`config.mk`:
```
export PLATFORM = sky130hd
export DESIGN_NAME = ext_bus_ctrl
export DESIGN_NICKNAME = d
export VERILOG_FILES = /design/src/design/ext_bus_pkg.sv /design/src/design/ext_bus_ctrl.sv /design/src/design/pin_sync.sv /design/src/design/window_decode.sv
export SDC_FILE = /design/constraint.sdc
export NUM_CORES = 1
export LEC_CHECK = 0
export ABC_CLOCK_PERIOD_IN_PS = 9100
export BUFFER_PORTS_ARGS = -buffer_cell sky130_fd_sc_hd__buf_2
export CELL_PAD_IN_SITES_DETAIL_PLACEMENT = 2
export CELL_PAD_IN_SITES_GLOBAL_PLACEMENT = 2
export CORE_MARGIN = 4
export CORE_UTILIZATION = 31
export DETAILED_ROUTE_END_ITERATION = 12
export PLACE_DENSITY_LB_ADDON = 0.1
export SETUP_SLACK_MARGIN = 0.5
export SLEW_MARGIN = 15
export SYNTH_ARGS = -nofsm -noshare
export SYNTH_HDL_FRONTEND = slang
export SYNTH_SLANG_ARGS = --single-unit
export TNS_END_PERCENT = 1
```
`constraint.sdc`:
```
create_clock -name i_ref_clk -period 9.1 [get_ports i_ref_clk]
set_input_delay 2.73 -clock i_ref_clk [delete_from_list [all_inputs] [get_ports i_ref_clk]]
set_output_delay 2.73 -clock i_ref_clk [all_outputs]
set_load 0.02 [all_outputs]
```
`src/design/ext_bus_pkg.sv`:
```
// constants, field layouts and states shared by the external bus controller
package ext_bus_pkg;

   localparam int ADDR_W  = 24;
   localparam int DATA_W  = 16;
   localparam int NUM_WIN = 4;
   localparam int NUM_CS  = 5;

   // window_bus_config / default_bus_config field positions
   localparam int CFG_WAIT_LSB  = 0;
   localparam int CFG_WAIT_W    = 4;
   localparam int CFG_TRI_BIT   = 4;
   localparam int CFG_RWDLY_BIT = 5;
   localparam int CFG_BYTE_BIT  = 6;
   localparam int CFG_MUX_BIT   = 7;
   localparam int CFG_ALE_BIT   = 9;
   localparam int CFG_EN_BIT    = 10;
   localparam int CFG_RDY_BIT   = 12;

   // window_address_select field positions: base in 4 KB units, size code
   localparam int SEL_SIZE_LSB = 0;
   localparam int SEL_SIZE_W   = 4;
   localparam int SEL_BASE_LSB = 4;
   localparam int SEL_BASE_W   = 12;

   // segment space codes and the upper address lines each one enables
   localparam logic [1:0] SEG_64K    = 2'h0;
   localparam logic [1:0] SEG_256K   = 2'h1;
   localparam logic [1:0] SEG_1M     = 2'h2;
   localparam logic [1:0] SEG_16M    = 2'h3;
   localparam logic [7:0] SEG_MASK_64K  = 8'h00;
   localparam logic [7:0] SEG_MASK_256K = 8'h03;
   localparam logic [7:0] SEG_MASK_1M   = 8'h0f;
   localparam logic [7:0] SEG_MASK_16M  = 8'hff;

   // cycle counts
   localparam logic [4:0] ALE_SHORT_CYC  = 5'h01;
   localparam logic [4:0] ALE_LONG_CYC   = 5'h02;
   // two cycles of pin synchroniser lag plus one for the pins to settle under the strobe
   localparam logic [4:0] STROBE_LAG_CYC = 5'h03;
   localparam logic [4:0] TRI_CYC        = 5'h01;

   // reset values
   localparam logic [4:0]  CS_NONE_N = 5'h1f;
   localparam logic [18:0] SYNC_RST  = 19'h70000;

   typedef enum logic [2:0] {
      ST_IDLE,
      ST_ADDR,
      ST_DELAY,
      ST_STROBE,
      ST_RECOVER,
      ST_HELD
   } bus_state_t;

endpackage

```
`src/design/ext_bus_ctrl.sv`:
```
// external bus controller: windows, chip selects, ready, hold arbitration
`timescale 1ns/1ps
// What this block does
// single-chip mode, or mux/demux bus with 8/16-bit data, 16-24 bit address
// demux: address on address port, data on data port or its low byte
// mux: one port carries address first, then data
// cycle time, tri-state time, address strobe length, rw delay programmable
// four address windows, each a select plus bus configuration pair
// overlapping windows: four beats three, two beats one
// addresses outside all windows use the default configuration
// five active-low chip selects: four windows plus default
// unlatched mode bypasses filtering; selects decoded straight from address
// ready input lets slow devices stretch an access
// arbitration pins controlled only once arbitration enable is set
// master after reset; port6 bit7 direction one makes acknowledge an input
// segment port drives 8, 4, 2 or 0 upper lines by space size
// configurer limits segment lines to four when the CAN pins are needed
// up to 16 Mbytes of external memory addressable
// byte and word accesses at any address
// on hold: finish cycle, float bus, acknowledge; request bus back when needed
// winning window select held for whole access, others inactive
// not ready inserts waits, address, data and strobes held stable
module ext_bus_ctrl (
   input  wire logic             i_ref_clk,
   input  wire logic             i_rst,
   input  wire logic             i_req,
   input  wire logic [23:0]      i_addr,
   input  wire logic             i_write,
   input  wire logic             i_word,
   input  wire logic [15:0]      i_wdata,
   input  wire logic             i_bus_enable,
   input  wire logic [1:0]       i_segment_size,
   input  wire logic             i_unlatched_select_mode,
   input  wire logic             i_arbitration_enable,
   input  wire logic             i_port6_bit7_direction,
   input  wire logic [3:0][15:0] i_window_address_select,
   input  wire logic [3:0][15:0] i_window_bus_config,
   input  wire logic [15:0]      i_default_bus_config,
   input  wire logic             i_ready_n,
   input  wire logic             i_hold_n,
   input  wire logic             i_hold_ack_n,
   input  wire logic [15:0]      i_data_port,
   output logic                  o_ack,
   output logic      [15:0]      o_rdata,
   output logic                  o_busy,
   output logic                  o_waiting,
   output logic                  o_ale,
   output logic                  o_rd_n,
   output logic                  o_wr_n,
   output logic                  o_bhe_n,
   output logic      [15:0]      o_address_port,
   output logic      [7:0]       o_segment_addr,
   output logic                  o_ctrl_oe_n,
   output logic      [15:0]      o_data_port,
   output logic                  o_data_port_oe_n,
   output logic      [4:0]       o_cs_n,
   output logic                  o_bus_request_out_n,
   output logic                  o_hold_ack_n,
   output logic                  o_hold_ack_oe_n
);
   typedef struct packed {
      ext_bus_pkg::bus_state_t st;
      logic [23:0] addr;
      logic [15:0] wdata;
      logic        write;
      logic        word;
      logic        split;
      logic        second;
      logic        arb_on;
      logic        slave;
      logic [15:0] cfg;
      logic [4:0]  cs_sel;
      logic [4:0]  cnt;
      logic [15:0] rdata;
      logic        ack;
      logic        busy;
      logic        waiting;
      logic        ale;
      logic        rd_n;
      logic        wr_n;
      logic        bhe_n;
      logic [15:0] addr_port;
      logic [7:0]  seg;
      logic [15:0] data_out;
      logic        data_oe_n;
      logic        ctrl_oe_n;
      logic [4:0]  cs_n;
      logic        bus_request_out_n;
      logic        hold_acknowledge_n;
      logic        hold_acknowledge_oe_n;
   } ctl_t;

   ctl_t        r;
   ctl_t        n;
   logic [18:0] sync_q;
   logic        ready_n_s;
   logic        hold_n_s;
   logic        hold_acknowledge_n_s;
   logic [15:0] data_s;
   logic [15:0] dec_cfg;
   logic [4:0]  dec_cs_n;
   logic [23:0] cur_a;
   logic        hold_req;
   logic        grant;
   logic        can_start;
   logic        byte_cyc;
   logic [7:0]  lane_in;
   logic [7:0]  lane_out;

   pin_sync #(
      .W       (19),
      .RST_VAL (ext_bus_pkg::SYNC_RST)
   ) u_sync (
      .i_ref_clk (i_ref_clk),
      .i_rst     (i_rst),
      .i_d       ({i_ready_n, i_hold_n, i_hold_ack_n, i_data_port}),
      .o_q       (sync_q)
   );

   assign {ready_n_s, hold_n_s, hold_acknowledge_n_s, data_s} = sync_q;

   window_decode u_dec (
      .i_addr                  (i_addr),
      .i_window_address_select (i_window_address_select),
      .i_window_bus_config     (i_window_bus_config),
      .i_default_bus_config    (i_default_bus_config),
      .o_cfg                   (dec_cfg),
      .o_cs_n                  (dec_cs_n)
   );

   function automatic logic [4:0] ale_cnt(input logic [15:0] cfg);
      return (cfg[ext_bus_pkg::CFG_ALE_BIT] ? ext_bus_pkg::ALE_LONG_CYC
                                            : ext_bus_pkg::ALE_SHORT_CYC) - 5'h01;
   endfunction

   function automatic logic [7:0] seg_mask(input logic [1:0] size);
      unique case (size)
         ext_bus_pkg::SEG_64K:  return ext_bus_pkg::SEG_MASK_64K;
         ext_bus_pkg::SEG_256K: return ext_bus_pkg::SEG_MASK_256K;
         ext_bus_pkg::SEG_1M:   return ext_bus_pkg::SEG_MASK_1M;
         ext_bus_pkg::SEG_16M:  return ext_bus_pkg::SEG_MASK_16M;
      endcase
   endfunction

   always_comb
   begin
      n        = r;
      n.ack    = 1'b0;
      n.arb_on = r.arb_on | i_arbitration_enable;
      n.slave  = i_port6_bit7_direction;
      cur_a    = r.addr + {23'h000000, r.second};
      hold_req = r.arb_on && !hold_n_s;
      // in slave mode the bus is ours only while our request is acknowledged
      grant     = !(r.arb_on && r.slave) || (!r.bus_request_out_n && !hold_acknowledge_n_s);
      can_start = (r.st == ext_bus_pkg::ST_IDLE) && i_req && !hold_req && grant;
      byte_cyc  = !r.word || r.split;
      lane_in   = (r.cfg[ext_bus_pkg::CFG_BYTE_BIT] || !cur_a[0]) ? data_s[7:0]
                                                                 : data_s[15:8];
      lane_out  = r.second ? r.wdata[15:8] : r.wdata[7:0];
      n.seg       = cur_a[23:16] & seg_mask(i_segment_size);
      n.addr_port = cur_a[15:0];
      n.hold_acknowledge_oe_n = !(n.arb_on && !n.slave);
      if (r.cfg[ext_bus_pkg::CFG_BYTE_BIT])
         n.bhe_n = 1'b1;
      else
         n.bhe_n = byte_cyc && !cur_a[0];
      unique case (r.st)
         ext_bus_pkg::ST_IDLE:
         begin
            if (r.arb_on && r.slave)
               n.bus_request_out_n = !(i_req && !hold_req);
            n.ctrl_oe_n = !grant;
            if (hold_req && !r.slave)
            begin
               n.st        = ext_bus_pkg::ST_HELD;
               n.ctrl_oe_n = 1'b1;
               n.data_oe_n = 1'b1;
               n.hold_acknowledge_n    = 1'b0;
               n.cs_n      = ext_bus_pkg::CS_NONE_N;
            end
            else if (can_start)
            begin
               n.addr   = i_addr;
               n.wdata  = i_wdata;
               n.write  = i_write;
               n.word   = i_word;
               n.second = 1'b0;
               n.cfg    = dec_cfg;
               n.cs_sel = dec_cs_n;
               // one word access on the 8-bit bus or at an odd address takes two byte cycles
               n.split  = i_word && (dec_cfg[ext_bus_pkg::CFG_BYTE_BIT] || i_addr[0]);
               n.cnt    = ale_cnt(dec_cfg);
               if (i_unlatched_select_mode)
                  n.cs_n = dec_cs_n;
               if (!i_bus_enable)
               begin
                  n.ack   = 1'b1;
                  n.rdata = 16'h0000;
                  n.cnt   = 5'h00;
                  n.st    = ext_bus_pkg::ST_RECOVER;
               end
               else
                  n.st = ext_bus_pkg::ST_ADDR;
            end
         end
         ext_bus_pkg::ST_ADDR:
         begin
            n.ale    = 1'b1;
            n.cs_n   = r.cs_sel;
            n.rd_n   = 1'b1;
            n.wr_n   = 1'b1;
            if (r.cfg[ext_bus_pkg::CFG_MUX_BIT])
            begin
               n.data_out  = cur_a[15:0];
               n.data_oe_n = 1'b0;
            end
            else
               n.data_oe_n = 1'b1;
            if (r.cnt != 5'h00)
               n.cnt = r.cnt - 5'h01;
            else if (r.cfg[ext_bus_pkg::CFG_RWDLY_BIT])
               n.st = ext_bus_pkg::ST_DELAY;
            else
            begin
               n.st  = ext_bus_pkg::ST_STROBE;
               n.cnt = 5'(r.cfg[ext_bus_pkg::CFG_WAIT_LSB +: ext_bus_pkg::CFG_WAIT_W])
                       + ext_bus_pkg::STROBE_LAG_CYC;
            end
         end
         ext_bus_pkg::ST_DELAY:
         begin
            n.ale       = 1'b0;
            n.data_out  = byte_cyc ? {lane_out, lane_out} : r.wdata;
            n.data_oe_n = !r.write;
            n.st        = ext_bus_pkg::ST_STROBE;
            n.cnt       = 5'(r.cfg[ext_bus_pkg::CFG_WAIT_LSB +: ext_bus_pkg::CFG_WAIT_W])
                          + ext_bus_pkg::STROBE_LAG_CYC;
         end
         ext_bus_pkg::ST_STROBE:
         begin
            n.ale       = 1'b0;
            n.rd_n      = r.write;
            n.wr_n      = !r.write;
            n.data_out  = byte_cyc ? {lane_out, lane_out} : r.wdata;
            n.data_oe_n = !r.write;
            n.waiting   = 1'b0;
            if (r.cnt != 5'h00)
               n.cnt = r.cnt - 5'h01;
            else if (r.cfg[ext_bus_pkg::CFG_RDY_BIT] && ready_n_s)
               n.waiting = 1'b1;
            else
            begin
               n.rd_n = 1'b1;
               n.wr_n = 1'b1;
               if (!byte_cyc)
                  n.rdata = data_s;
               else if (r.second)
                  n.rdata[15:8] = lane_in;
               else
                  n.rdata = {8'h00, lane_in};
               if (r.split && !r.second)
               begin
                  n.second = 1'b1;
                  n.st     = ext_bus_pkg::ST_ADDR;
                  n.cnt    = ale_cnt(r.cfg);
               end
               else
               begin
                  n.ack = 1'b1;
                  n.st  = ext_bus_pkg::ST_RECOVER;
                  n.cnt = (!r.write && r.cfg[ext_bus_pkg::CFG_TRI_BIT]) ? ext_bus_pkg::TRI_CYC
                                                                        : 5'h00;
                  if (!i_unlatched_select_mode)
                     n.cs_n = ext_bus_pkg::CS_NONE_N;
               end
            end
         end
         ext_bus_pkg::ST_RECOVER:
         begin
            // read turnaround: data lines stay released before anyone drives them
            n.data_oe_n = 1'b1;
            if (r.cnt != 5'h00)
               n.cnt = r.cnt - 5'h01;
            else
               n.st = ext_bus_pkg::ST_IDLE;
         end
         ext_bus_pkg::ST_HELD:
         begin
            n.bus_request_out_n = !i_req;
            if (!hold_req)
            begin
               n.hold_acknowledge_n    = 1'b1;
               n.bus_request_out_n    = 1'b1;
               n.ctrl_oe_n = 1'b0;
               n.st        = ext_bus_pkg::ST_IDLE;
            end
         end
         default:
            n.st = ext_bus_pkg::ST_IDLE;
      endcase
      if (!n.arb_on)
      begin
         n.bus_request_out_n = 1'b1;
         n.hold_acknowledge_n = 1'b1;
      end
      n.busy = (n.st != ext_bus_pkg::ST_IDLE);
   end

   always_ff @(posedge i_ref_clk)
   begin
      if (i_rst)
         r <= '{st: ext_bus_pkg::ST_IDLE, rd_n: 1'b1, wr_n: 1'b1, bhe_n: 1'b1,
                data_oe_n: 1'b1, cs_n: ext_bus_pkg::CS_NONE_N,
                cs_sel: ext_bus_pkg::CS_NONE_N, bus_request_out_n: 1'b1, hold_acknowledge_n: 1'b1,
                hold_acknowledge_oe_n: 1'b1, default: '0};
      else
         r <= n;
   end

   assign o_ack               = r.ack;
   assign o_rdata             = r.rdata;
   assign o_busy              = r.busy;
   assign o_waiting           = r.waiting;
   assign o_ale               = r.ale;
   assign o_rd_n              = r.rd_n;
   assign o_wr_n              = r.wr_n;
   assign o_bhe_n             = r.bhe_n;
   assign o_address_port      = r.addr_port;
   assign o_segment_addr      = r.seg;
   assign o_ctrl_oe_n         = r.ctrl_oe_n;
   assign o_data_port         = r.data_out;
   assign o_data_port_oe_n    = r.data_oe_n;
   assign o_cs_n              = r.cs_n;
   assign o_bus_request_out_n = r.bus_request_out_n;
   assign o_hold_ack_n        = r.hold_acknowledge_n;
   assign o_hold_ack_oe_n     = r.hold_acknowledge_oe_n;

   single_chip_a: assert property (@(posedge i_ref_clk) disable iff (i_rst)
      (can_start && !i_bus_enable) |=> o_ack && o_rd_n && o_wr_n)
      else $error("single-chip access not answered at once");

   strobe_excl_a: assert property (@(posedge i_ref_clk) disable iff (i_rst)
      !(!o_rd_n && !o_wr_n))
      else $error("read and write strobes both active");

   mux_addr_a: assert property (@(posedge i_ref_clk) disable iff (i_rst)
      (o_ale && r.cfg[ext_bus_pkg::CFG_MUX_BIT]) |->
         (o_data_port == o_address_port) && !o_data_port_oe_n)
      else $error("multiplexed address phase lacks address on data port");

   ale_long_a: assert property (@(posedge i_ref_clk) disable iff (i_rst)
      ($rose(o_ale) && r.cfg[ext_bus_pkg::CFG_ALE_BIT]) |=> o_ale ##1 !o_ale)
      else $error("long address strobe not two cycles");

   slave_in_a: assert property (@(posedge i_ref_clk) disable iff (i_rst)
      r.slave |-> o_hold_ack_oe_n)
      else $error("acknowledge driven in slave mode");

   arb_off_a: assert property (@(posedge i_ref_clk) disable iff (i_rst)
      !r.arb_on |-> o_bus_request_out_n && o_hold_ack_n && (r.st != ext_bus_pkg::ST_HELD))
      else $error("arbitration active before enable");

   seg_mask_a: assert property (@(posedge i_ref_clk) disable iff (i_rst)
      ($past(i_segment_size) == ext_bus_pkg::SEG_256K) |-> (o_segment_addr[7:2] == 6'h00))
      else $error("segment lines beyond space size driven");

   hold_float_a: assert property (@(posedge i_ref_clk) disable iff (i_rst)
      (!o_hold_ack_n && !o_hold_ack_oe_n) |-> o_ctrl_oe_n && o_data_port_oe_n && (o_cs_n == 5'h1f))
      else $error("bus driven while hold acknowledged");

   cs_single_a: assert property (@(posedge i_ref_clk) disable iff (i_rst)
      (r.st == ext_bus_pkg::ST_STROBE) |-> ($countones(~o_cs_n) == 1))
      else $error("chip select not exactly one during access");

   wait_stable_a: assert property (@(posedge i_ref_clk) disable iff (i_rst)
      o_waiting |->
         $stable(o_address_port) && $stable(o_data_port) && $stable(o_rd_n) && $stable(o_wr_n))
      else $error("bus outputs moved during wait");

endmodule

```
`src/design/pin_sync.sv`:
```
// two-flop synchroniser for a group of pin inputs
`timescale 1ns/1ps
module pin_sync #(
   parameter int             W       = 1,
   parameter logic [W-1:0]   RST_VAL = '0
) (
   input  wire logic         i_ref_clk,
   input  wire logic         i_rst,
   input  wire logic [W-1:0] i_d,
   output logic      [W-1:0] o_q
);
   logic [W-1:0] meta_r;

   always_ff @(posedge i_ref_clk)
   begin
      if (i_rst)
      begin
         meta_r <= RST_VAL;
         o_q    <= RST_VAL;
      end
      else
      begin
         meta_r <= i_d;
         o_q    <= meta_r;
      end
   end
endmodule

```
`src/design/window_decode.sv`:
```
// address window match, priority pick and chip select decode
`timescale 1ns/1ps
module window_decode (
   input  wire logic [23:0]      i_addr,
   input  wire logic [3:0][15:0] i_window_address_select,
   input  wire logic [3:0][15:0] i_window_bus_config,
   input  wire logic [15:0]      i_default_bus_config,
   output logic      [15:0]      o_cfg,
   output logic      [4:0]       o_cs_n
);
   logic [3:0] hit;
   logic [2:0] win;

   function automatic logic win_match(input logic [23:0] a, input logic [15:0] sel);
      logic [11:0] m;
      m = 12'hfff << sel[ext_bus_pkg::SEL_SIZE_LSB +: ext_bus_pkg::SEL_SIZE_W];
      return ((a[23:12] ^ sel[ext_bus_pkg::SEL_BASE_LSB +: ext_bus_pkg::SEL_BASE_W]) & m)
             == 12'h000;
   endfunction

   for (genvar g = 0; g < ext_bus_pkg::NUM_WIN; g++)
   begin : g_hit
      assign hit[g] = win_match(i_addr, i_window_address_select[g]) &&
                      i_window_bus_config[g][ext_bus_pkg::CFG_EN_BIT];
   end

   always_comb
   begin
      win = 3'h0;
      // higher window index wins, so 4 beats 3 and 2 beats 1
      for (int i = 0; i < ext_bus_pkg::NUM_WIN; i++)
      begin
         if (hit[i])
            win = 3'(i + 1);
      end
      if (win == 3'h0)
         o_cfg = i_default_bus_config;
      else
         o_cfg = i_window_bus_config[2'(win - 3'h1)];
      o_cs_n = ~(5'h01 << win);
   end
endmodule

```
Word level (Yosys, flattened, before mapping)

Cells that the tools add are included.

Word-level logic and storage cells: 221
Register bits: 183
Input port bits: 214

Bitwise operators: 13
Shift-type cells: 5
Eq/ne operators: 26
Reduce and logical (&&, ||, !) cells: 67
Add/subtract/negate cells: 6
Mux-type cells: 71
$lt $le $gt $ge: 1

Operators with widths:

| operator                                                            | count |
|---|---|
| 22-bit 2-to-1 mux                                                   | 4 |
| 5-bit 2-to-1 mux                                                    | 12 |
| 12-bit bitwise AND                                                  | 4 |
| 12-bit logical NOT                                                  | 4 |
| 16-bit 2-to-1 mux                                                   | 3 |
| 12-bit by 4-bit << shifter with 12-bit output, first input constant | 4 |
| 12-bit bitwise XOR                                                  | 4 |
| 47-bit 2-to-1 mux                                                   | 1 |
| 17-bit one-hot mux with 2 select lines                              | 1 |
| 16-bit binary-select mux with 2-bit select                          | 1 |
| 8-bit 2-to-1 mux                                                    | 4 |
| 16-bit one-hot mux with 2 select lines                              | 1 |
| 8-bit one-hot mux with 4 select lines                               | 1 |
| 3-bit 2-to-1 mux                                                    | 9 |
| 13-bit 2-to-1 mux                                                   | 2 |
| 5-bit one-hot mux with 5 select lines                               | 1 |
| 24-bit by 1-bit adder with 24-bit output                            | 1 |
| 2-bit inequality test, second input constant                        | 11 |
| 1-bit logical AND                                                   | 18 |
| 3-bit one-hot mux with 6 select lines                               | 1 |
| 6-bit AND reduction                                                 | 3 |
| 17-bit 2-to-1 mux                                                   | 1 |
| 2-bit 2-to-1 mux                                                    | 8 |
| 1-bit logical NOT                                                   | 15 |
| 34 further kinds                                                    | 75 |

Depth between registers and ports, before layout

Depth after elaboration: 18
Gate-level depth with buffers: 18
Mapped depth without buffers: 16

By module

A second synthesis with hierarchy kept.

Cell total of the unflattened synthesis: 1159
Area, all modules: 9623.0 um^2

Modules (own cells, without submodules):

| module        | cells an instance | area an instance (um^2) | times used | sequential area each (um^2) |
|---|---|---|---|---|
| ext_bus_ctrl  | 837               | 6820.3                  | 1          | 2842.7 |
| window_decode | 242               | 1771.7                  | 1          | 0.0 |
| pin_sync      | 80                | 1031.0                  | 1          | 760.7 |

Worst setup path after synthesis

Ideal clock, no wire load.

Kind: input port to flip-flop
From: in i_addr[18]
To: reg r[102] in the netlist's numbering
Required time: 8999 ps
Data arrival time: 5456 ps
Setup slack: 3543 ps
Cell stages on the path: 18
Library setup time: 101 ps
Path through: buf_2 -> xnor2_2 -> nand4_1 -> a211oi_1 -> o221ai_1 -> a21o_2 -> nand2_2 -> buf_6 -> inv_1 -> ha_1 -> nor2_1 -> a21oi_1 -> nor2_1 -> a31oi_1 -> o41a_1 -> o22a_1 -> o311ai_1 -> o41ai_1

Cells in the longest elaborated chain, start to end: 14
Elaborated cells between the ends (all ways): 27
Those cells by class: add/sub (1); mux (7); bitwise (8); reduce/logical (11)

RTL lines:

| item                                        | RTL line            | RTL |
|---|---|---|
| start, declared                             | ext_bus_ctrl.sv:27  | `input wire logic [23:0] i_addr,` |
| 12-bit bitwise XOR                          | window_decode.sv:17 | `return ((a[23:12] ^ sel[ext_bus_pkg::SEL_BASE_LSB +: ext_bus_pkg::SEL_BASE_W]) & m)` |
| 12-bit bitwise AND                          | window_decode.sv:17 |  |
| 12-bit logical NOT                          | window_decode.sv:17 |  |
| 1-bit logical AND                           | window_decode.sv:23 | `assign hit[g] = win_match(i_addr, i_window_address_select[g]) &&` |
| 1-bit 2-to-1 mux                            | window_decode.sv:33 | `if (hit[i])` |
| 2-bit 2-to-1 mux (2 in a row)               | window_decode.sv:33 |  |
| 3-bit 2-to-1 mux *                          | window_decode.sv:33 |  |
| 2-bit by 1-bit subtractor with 2-bit output | window_decode.sv:39 | `o_cfg = i_window_bus_config[2'(win - 3'h1)];` |
| 16-bit binary-select mux with 2-bit select  | window_decode.sv:39 |  |
| 13-bit 2-to-1 mux (implied by the code)     | window_decode.sv:39 |  |
| 13-bit 2-to-1 mux *                         | window_decode.sv:36 | `if (win == 3'h0)` |
| 1-bit logical OR *                          | ext_bus_ctrl.sv:191 | `n.split = i_word && (dec_cfg[ext_bus_pkg::CFG_BYTE_BIT] \|\| i_addr[0]);` |
| 1-bit logical AND *                         | ext_bus_ctrl.sv:191 |  |
| end signal, assigned                        | ext_bus_ctrl.sv:312 | `r <= '{st: ext_bus_pkg::ST_IDLE, rd_n: 1'b1, wr_n: 1'b1, bhe_n: 1'b1,` |
| end signal, assigned                        | ext_bus_ctrl.sv:317 | `r <= n;` |
| end, declared                               | ext_bus_ctrl.sv:93  | `ctl_t r;` |

Mark *: on every way between the ends. The rest lies on a longest branch, timed or not. The select of a mux whose other input is x is not followed.
A chain may end at the register's enable or synchronous reset.

Final worst setup path

From: in i_window_address_select[34] in the netlist's numbering
To: reg r[102] in the netlist's numbering

Cells in the longest elaborated chain, start to end: 12
Elaborated cells between the ends (all ways): 13
Those cells by class: add/sub (1); shift (1); mux (5); bitwise (1); reduce/logical (5)

RTL lines:

| item                                            | RTL line            | RTL |
|---|---|---|
| start, declared                                 | ext_bus_ctrl.sv:36  | `input wire logic [3:0][15:0] i_window_address_select,` |
| 12-bit by 4-bit << shifter with 12-bit output * | window_decode.sv:16 | `m = 12'hfff << sel[ext_bus_pkg::SEL_SIZE_LSB +: ext_bus_pkg::SEL_SIZE_W];` |
| 12-bit bitwise AND *                            | window_decode.sv:17 |  |
| 12-bit logical NOT *                            | window_decode.sv:17 |  |
| 1-bit logical AND *                             | window_decode.sv:23 |  |
| 2-bit 2-to-1 mux *                              | window_decode.sv:33 |  |
| 3-bit 2-to-1 mux *                              | window_decode.sv:33 |  |
| 2-bit by 1-bit subtractor with 2-bit output     | window_decode.sv:39 |  |
| 16-bit binary-select mux with 2-bit select      | window_decode.sv:39 |  |
| 13-bit 2-to-1 mux (implied by the code)         | window_decode.sv:39 |  |
| 13-bit 2-to-1 mux *                             | window_decode.sv:36 |  |
| 1-bit logical OR *                              | ext_bus_ctrl.sv:191 |  |
| 1-bit logical AND *                             | ext_bus_ctrl.sv:191 |  |

Marks and branches as above.

==> summary.md <==
| Metric | Value |
|---|---|
| Clk pwr share | `0.284` |
| H-tree levels | `4` |
| Drt total wl | `33.10 mm` |
| Logic pwr share | `0.352` |
| Initial antenna violation count | `3` |
| Worst r2r dst | `r[73]` |
| Mean Syn Cell Area | `8.127 µm²` |
| Headroom to the max-slew limit | `0.2590` |
| Row count | `62` |
| Layout Skew | `0.01344 ns` |
| Clock root cell | `clkbuf_16` |
| Seq/Total Area, Yosys | `0.3924` |
| Fin crit period | `6.241 ns` |
| Horiz. Die Dim | `180.1 µm` |
| Layout fillers | `3397` |
| Routability congestion estimate from global placement | `0.7826` |
| Crit path setup slack, layout | `2.859 ns` |
| Hold EP | `u_sync.o_q[18]` |
| Min-Delay Path Class | `reg2reg` |
| CP Cell Sequence | `buf_2 > or3_1 > o21ai_0 > a21oi_1 > a31oi_1 > o22ai_4 > nand2_2 > inv_1 > ha_1 > nor2_1 > a21oi_1 > nor2_1 > a31oi_1 > o41a_1 > o22a_1 > o311ai_1 > o41ai_1` |
| Register area | `3603 µm²` |
| Mapped Cells | `1130` |
| Primary FF master, synth | `dfxtp_1` |
| Initial Utilization | `0.3174` |
| Ports | `287` |
| DR DRC count | `0` |
| 1st-pass router iterations | `4` |
| DIE HEIGHT | `180.1 µm` |
| Worst-path clk slew | `0.08 ns` |
| Worst VDD drop | `0.1237 mV` |
| Critical Path RT | `9.42 ns` |
| Resize count post-CTS | `0` |
| Critical path class | `in2reg` |
| P&R area growth vs syn | `18.88%` |
| Reg2Reg Setup Slack | `5.92 ns` |
| Sw Ratio | `0.4002` |
| CTS buffer count | `17` |
| Vias in the first global route | `9416` |
| Clock Latency Late Sink | `0.43 ns` |
| Final hold vios | `0` |
| Clock buffer depth | `2` |
| Port bufs | `260` |
| Worst Hold Launch | `u_sync.meta_r[18]` |
| Critical-path maximum fanout | `14` |
| Vias | `8596` |
| CP peak stage delay | `0.65 ns` |
| Worst setup EP type | `register` |
| Syn. warnings | `0` |
| Largest net degree at the start of global routing | `101` |
| RSZ-0062 raised after global routing | `no` |
| Post-synth EDFFs | `0` |
| Commonest non-fill, non-tap cell in the layout | `buf_2` |
| Area of the multi-input gates | `4737 µm²` |
| Ys async rst share | `0` |
| Type of origin of the critical path | `input port` |
| GRT overflow | `0` |
| DIE AREA | `32440 µm²` |
| Drt via density | `5.105` |
| CTS tree | `yes` |
| Pwr Density | `250.7 nW/µm²` |
| First-pass GRT wire length | `53.27 mm` |
| Final core occ | `0.3773` |
| WL/cell | `19.66 µm` |
| Place WS | `2.406 ns` |
| Layout cell share with drive strength beyond 1 | `0.2548` |
| Area leader, netlist | `dfxtp_1` |
| Critical Path AT | `6.56 ns` |
| Hold_buf cts | `0` |
| Final #Nets | `1507` |
| FF+latch count, synth | `180` |
| Post-CTS setup buffer count | `0` |
| Mapped Nets | `1351` |
| Synth area leaders | `dfxtp_1 (39%), nand2_1 (6.9%), a21oi_1 (5.3%), buf_4 (5.0%), nor2_1 (4.1%)` |
| Pleak | `0.004565 µW` |
| Crit share post-route | `0.6858` |
| Most frequent cells in the layout | `buf_2 (259), dfxtp_1 (180), nand2_1 (166), nor2_1 (101), a21oi_1 (97)` |
| Status | `completed` |
| Post-Synthesis Cell Area | `9184 µm²` |
| Pint | `1642 µW` |
| Slowest cell on the critical path | `ha_1` |
| Clock sinks | `180` |
| Dpl hpwl | `24.01 mm` |
| Tightest Pin Transition | `1.109 ns` |
| Total Routing Usage GR | `0.2012` |
| Fmax | `160.2 MHz` |
| Synth unique cells | `68` |
| Worst Reg-to-Reg Cells | `9` |
| Max_cap viols | `0` |
| Detailed Route Iter0 Violations | `272` |
| Slew Limit Fails | `0` |
| Setup TNS | `0 ns` |
| Core footprint | `28940 µm²` |
| Final ANT Viol Nets | `0` |
| Hold depth | `1` |
| # setup viols final | `0` |
| Psw | `1096 µW` |
| R2r startpoint | `r[73]` |
| Seq pwr share | `0.365` |
| Synth top area share | `0.3924` |
[critical path, delay by kind of cell]
family / cells / cell delay (ns)
AOI/OAI and AO/OA: 10 / 1.99
and+or+nand+nor: 4 / 0.96
adders and majority gates: 1 / 0.65
buffers and inverters: 2 / 0.23
[cell usage after synthesis (all sizes together), types with 13 or more instances]
cell type / instances
dfxtp: 180
nand2: 169
nor2: 102
a21oi: 97
buf: 76
clkbuf: 58
o21ai: 51
nor2b: 46
xnor2: 44
nand3: 29
xor2: 27
inv: 25
nor3: 20
a211oi: 17
a21o: 15
and3: 13
[logic make-up after synthesis]
kind of cell | count (synthesis) | synth area share
and+or+nand+nor | 417 | 0.2068
AOI/OAI and AO/OA | 277 | 0.1966
DFF | 180 | 0.3924
buffers and inverters | 159 | 0.09278
xor gates and xnor gates | 71 | 0.06853
muxes | 19 | 0.03338
adders and majority gates | 7 | 0.009536
[sequential cells by signal, summed over array words and instances, names as in the netlist, 5 cells and up]
register	cells
o_address_port	16
o_cs_n	5
o_data_port	16
o_rdata	16
o_segment_addr	8
r	69
u_sync.meta_r	19
u_sync.o_q	19
[how the worst max path moves through the flow]
stage,startpoint,to,depth (start not counted)
global route,i_window_address_select[34],r[102],17
detailed placement,i_window_address_select[34],r[102],17
floorplan,i_addr[18],r[102],18
CTS,i_window_address_select[34],r[102],17
global placement,i_window_address_select[34],r[102],17
finish,i_window_address_select[34],r[102],17
[power groups by stage]
stage / Sequential, µW / Clock, µW / Combinational, µW
after CTS: 1000 / 797 / 977
after global routing: 1020 / 835 / 1070
final: 998 / 777 / 963
after floorplan: 999 / 0 / 689
after detailed placement: 1020 / 0 / 964
after global placement: 1010 / 0 / 943
[per-stage QoR]
stage                     hold slack [ns]  power [µW]  std cells  cell area [µm²]
after floorplan                    0.3895        1688       1130             9184
after global placement             0.3987        1956       1651            10300
after detailed placement           0.4005        1980       1651            10300
after CTS                          0.4159        2774       1683            10910
after global routing               0.4400        2922       1684            10920
final                              0.4124        2738       1684            10920
[per-layer routing]
layer | track usage | routed length [µm] | vias to the layer above
met1 | 0.2596 | 14930 | 4283
li1 | - | - | 4144
met3 | 0.03896 | 1266 | 18
met4 | 0.03025 | 203 | 4
met2 | 0.3575 | 16690 | 147
met5 | 0 | 18 | -
[final cells by class]
type / count / area share
Clock inverter: 15 / 0.01730
Tap cell: 384 / 0.04401
Clock buffer: 17 / 0.03896
Sequential cell: 180 / 0.3300
Inverter: 25 / 0.008595
Timing Repair Buffer: 271 / 0.1270
Antenna cell: 1 / 0.0002292
Multi-Input combinational cell: 791 / 0.4339
Note: power is estimated with default switching activity, not from simulation.
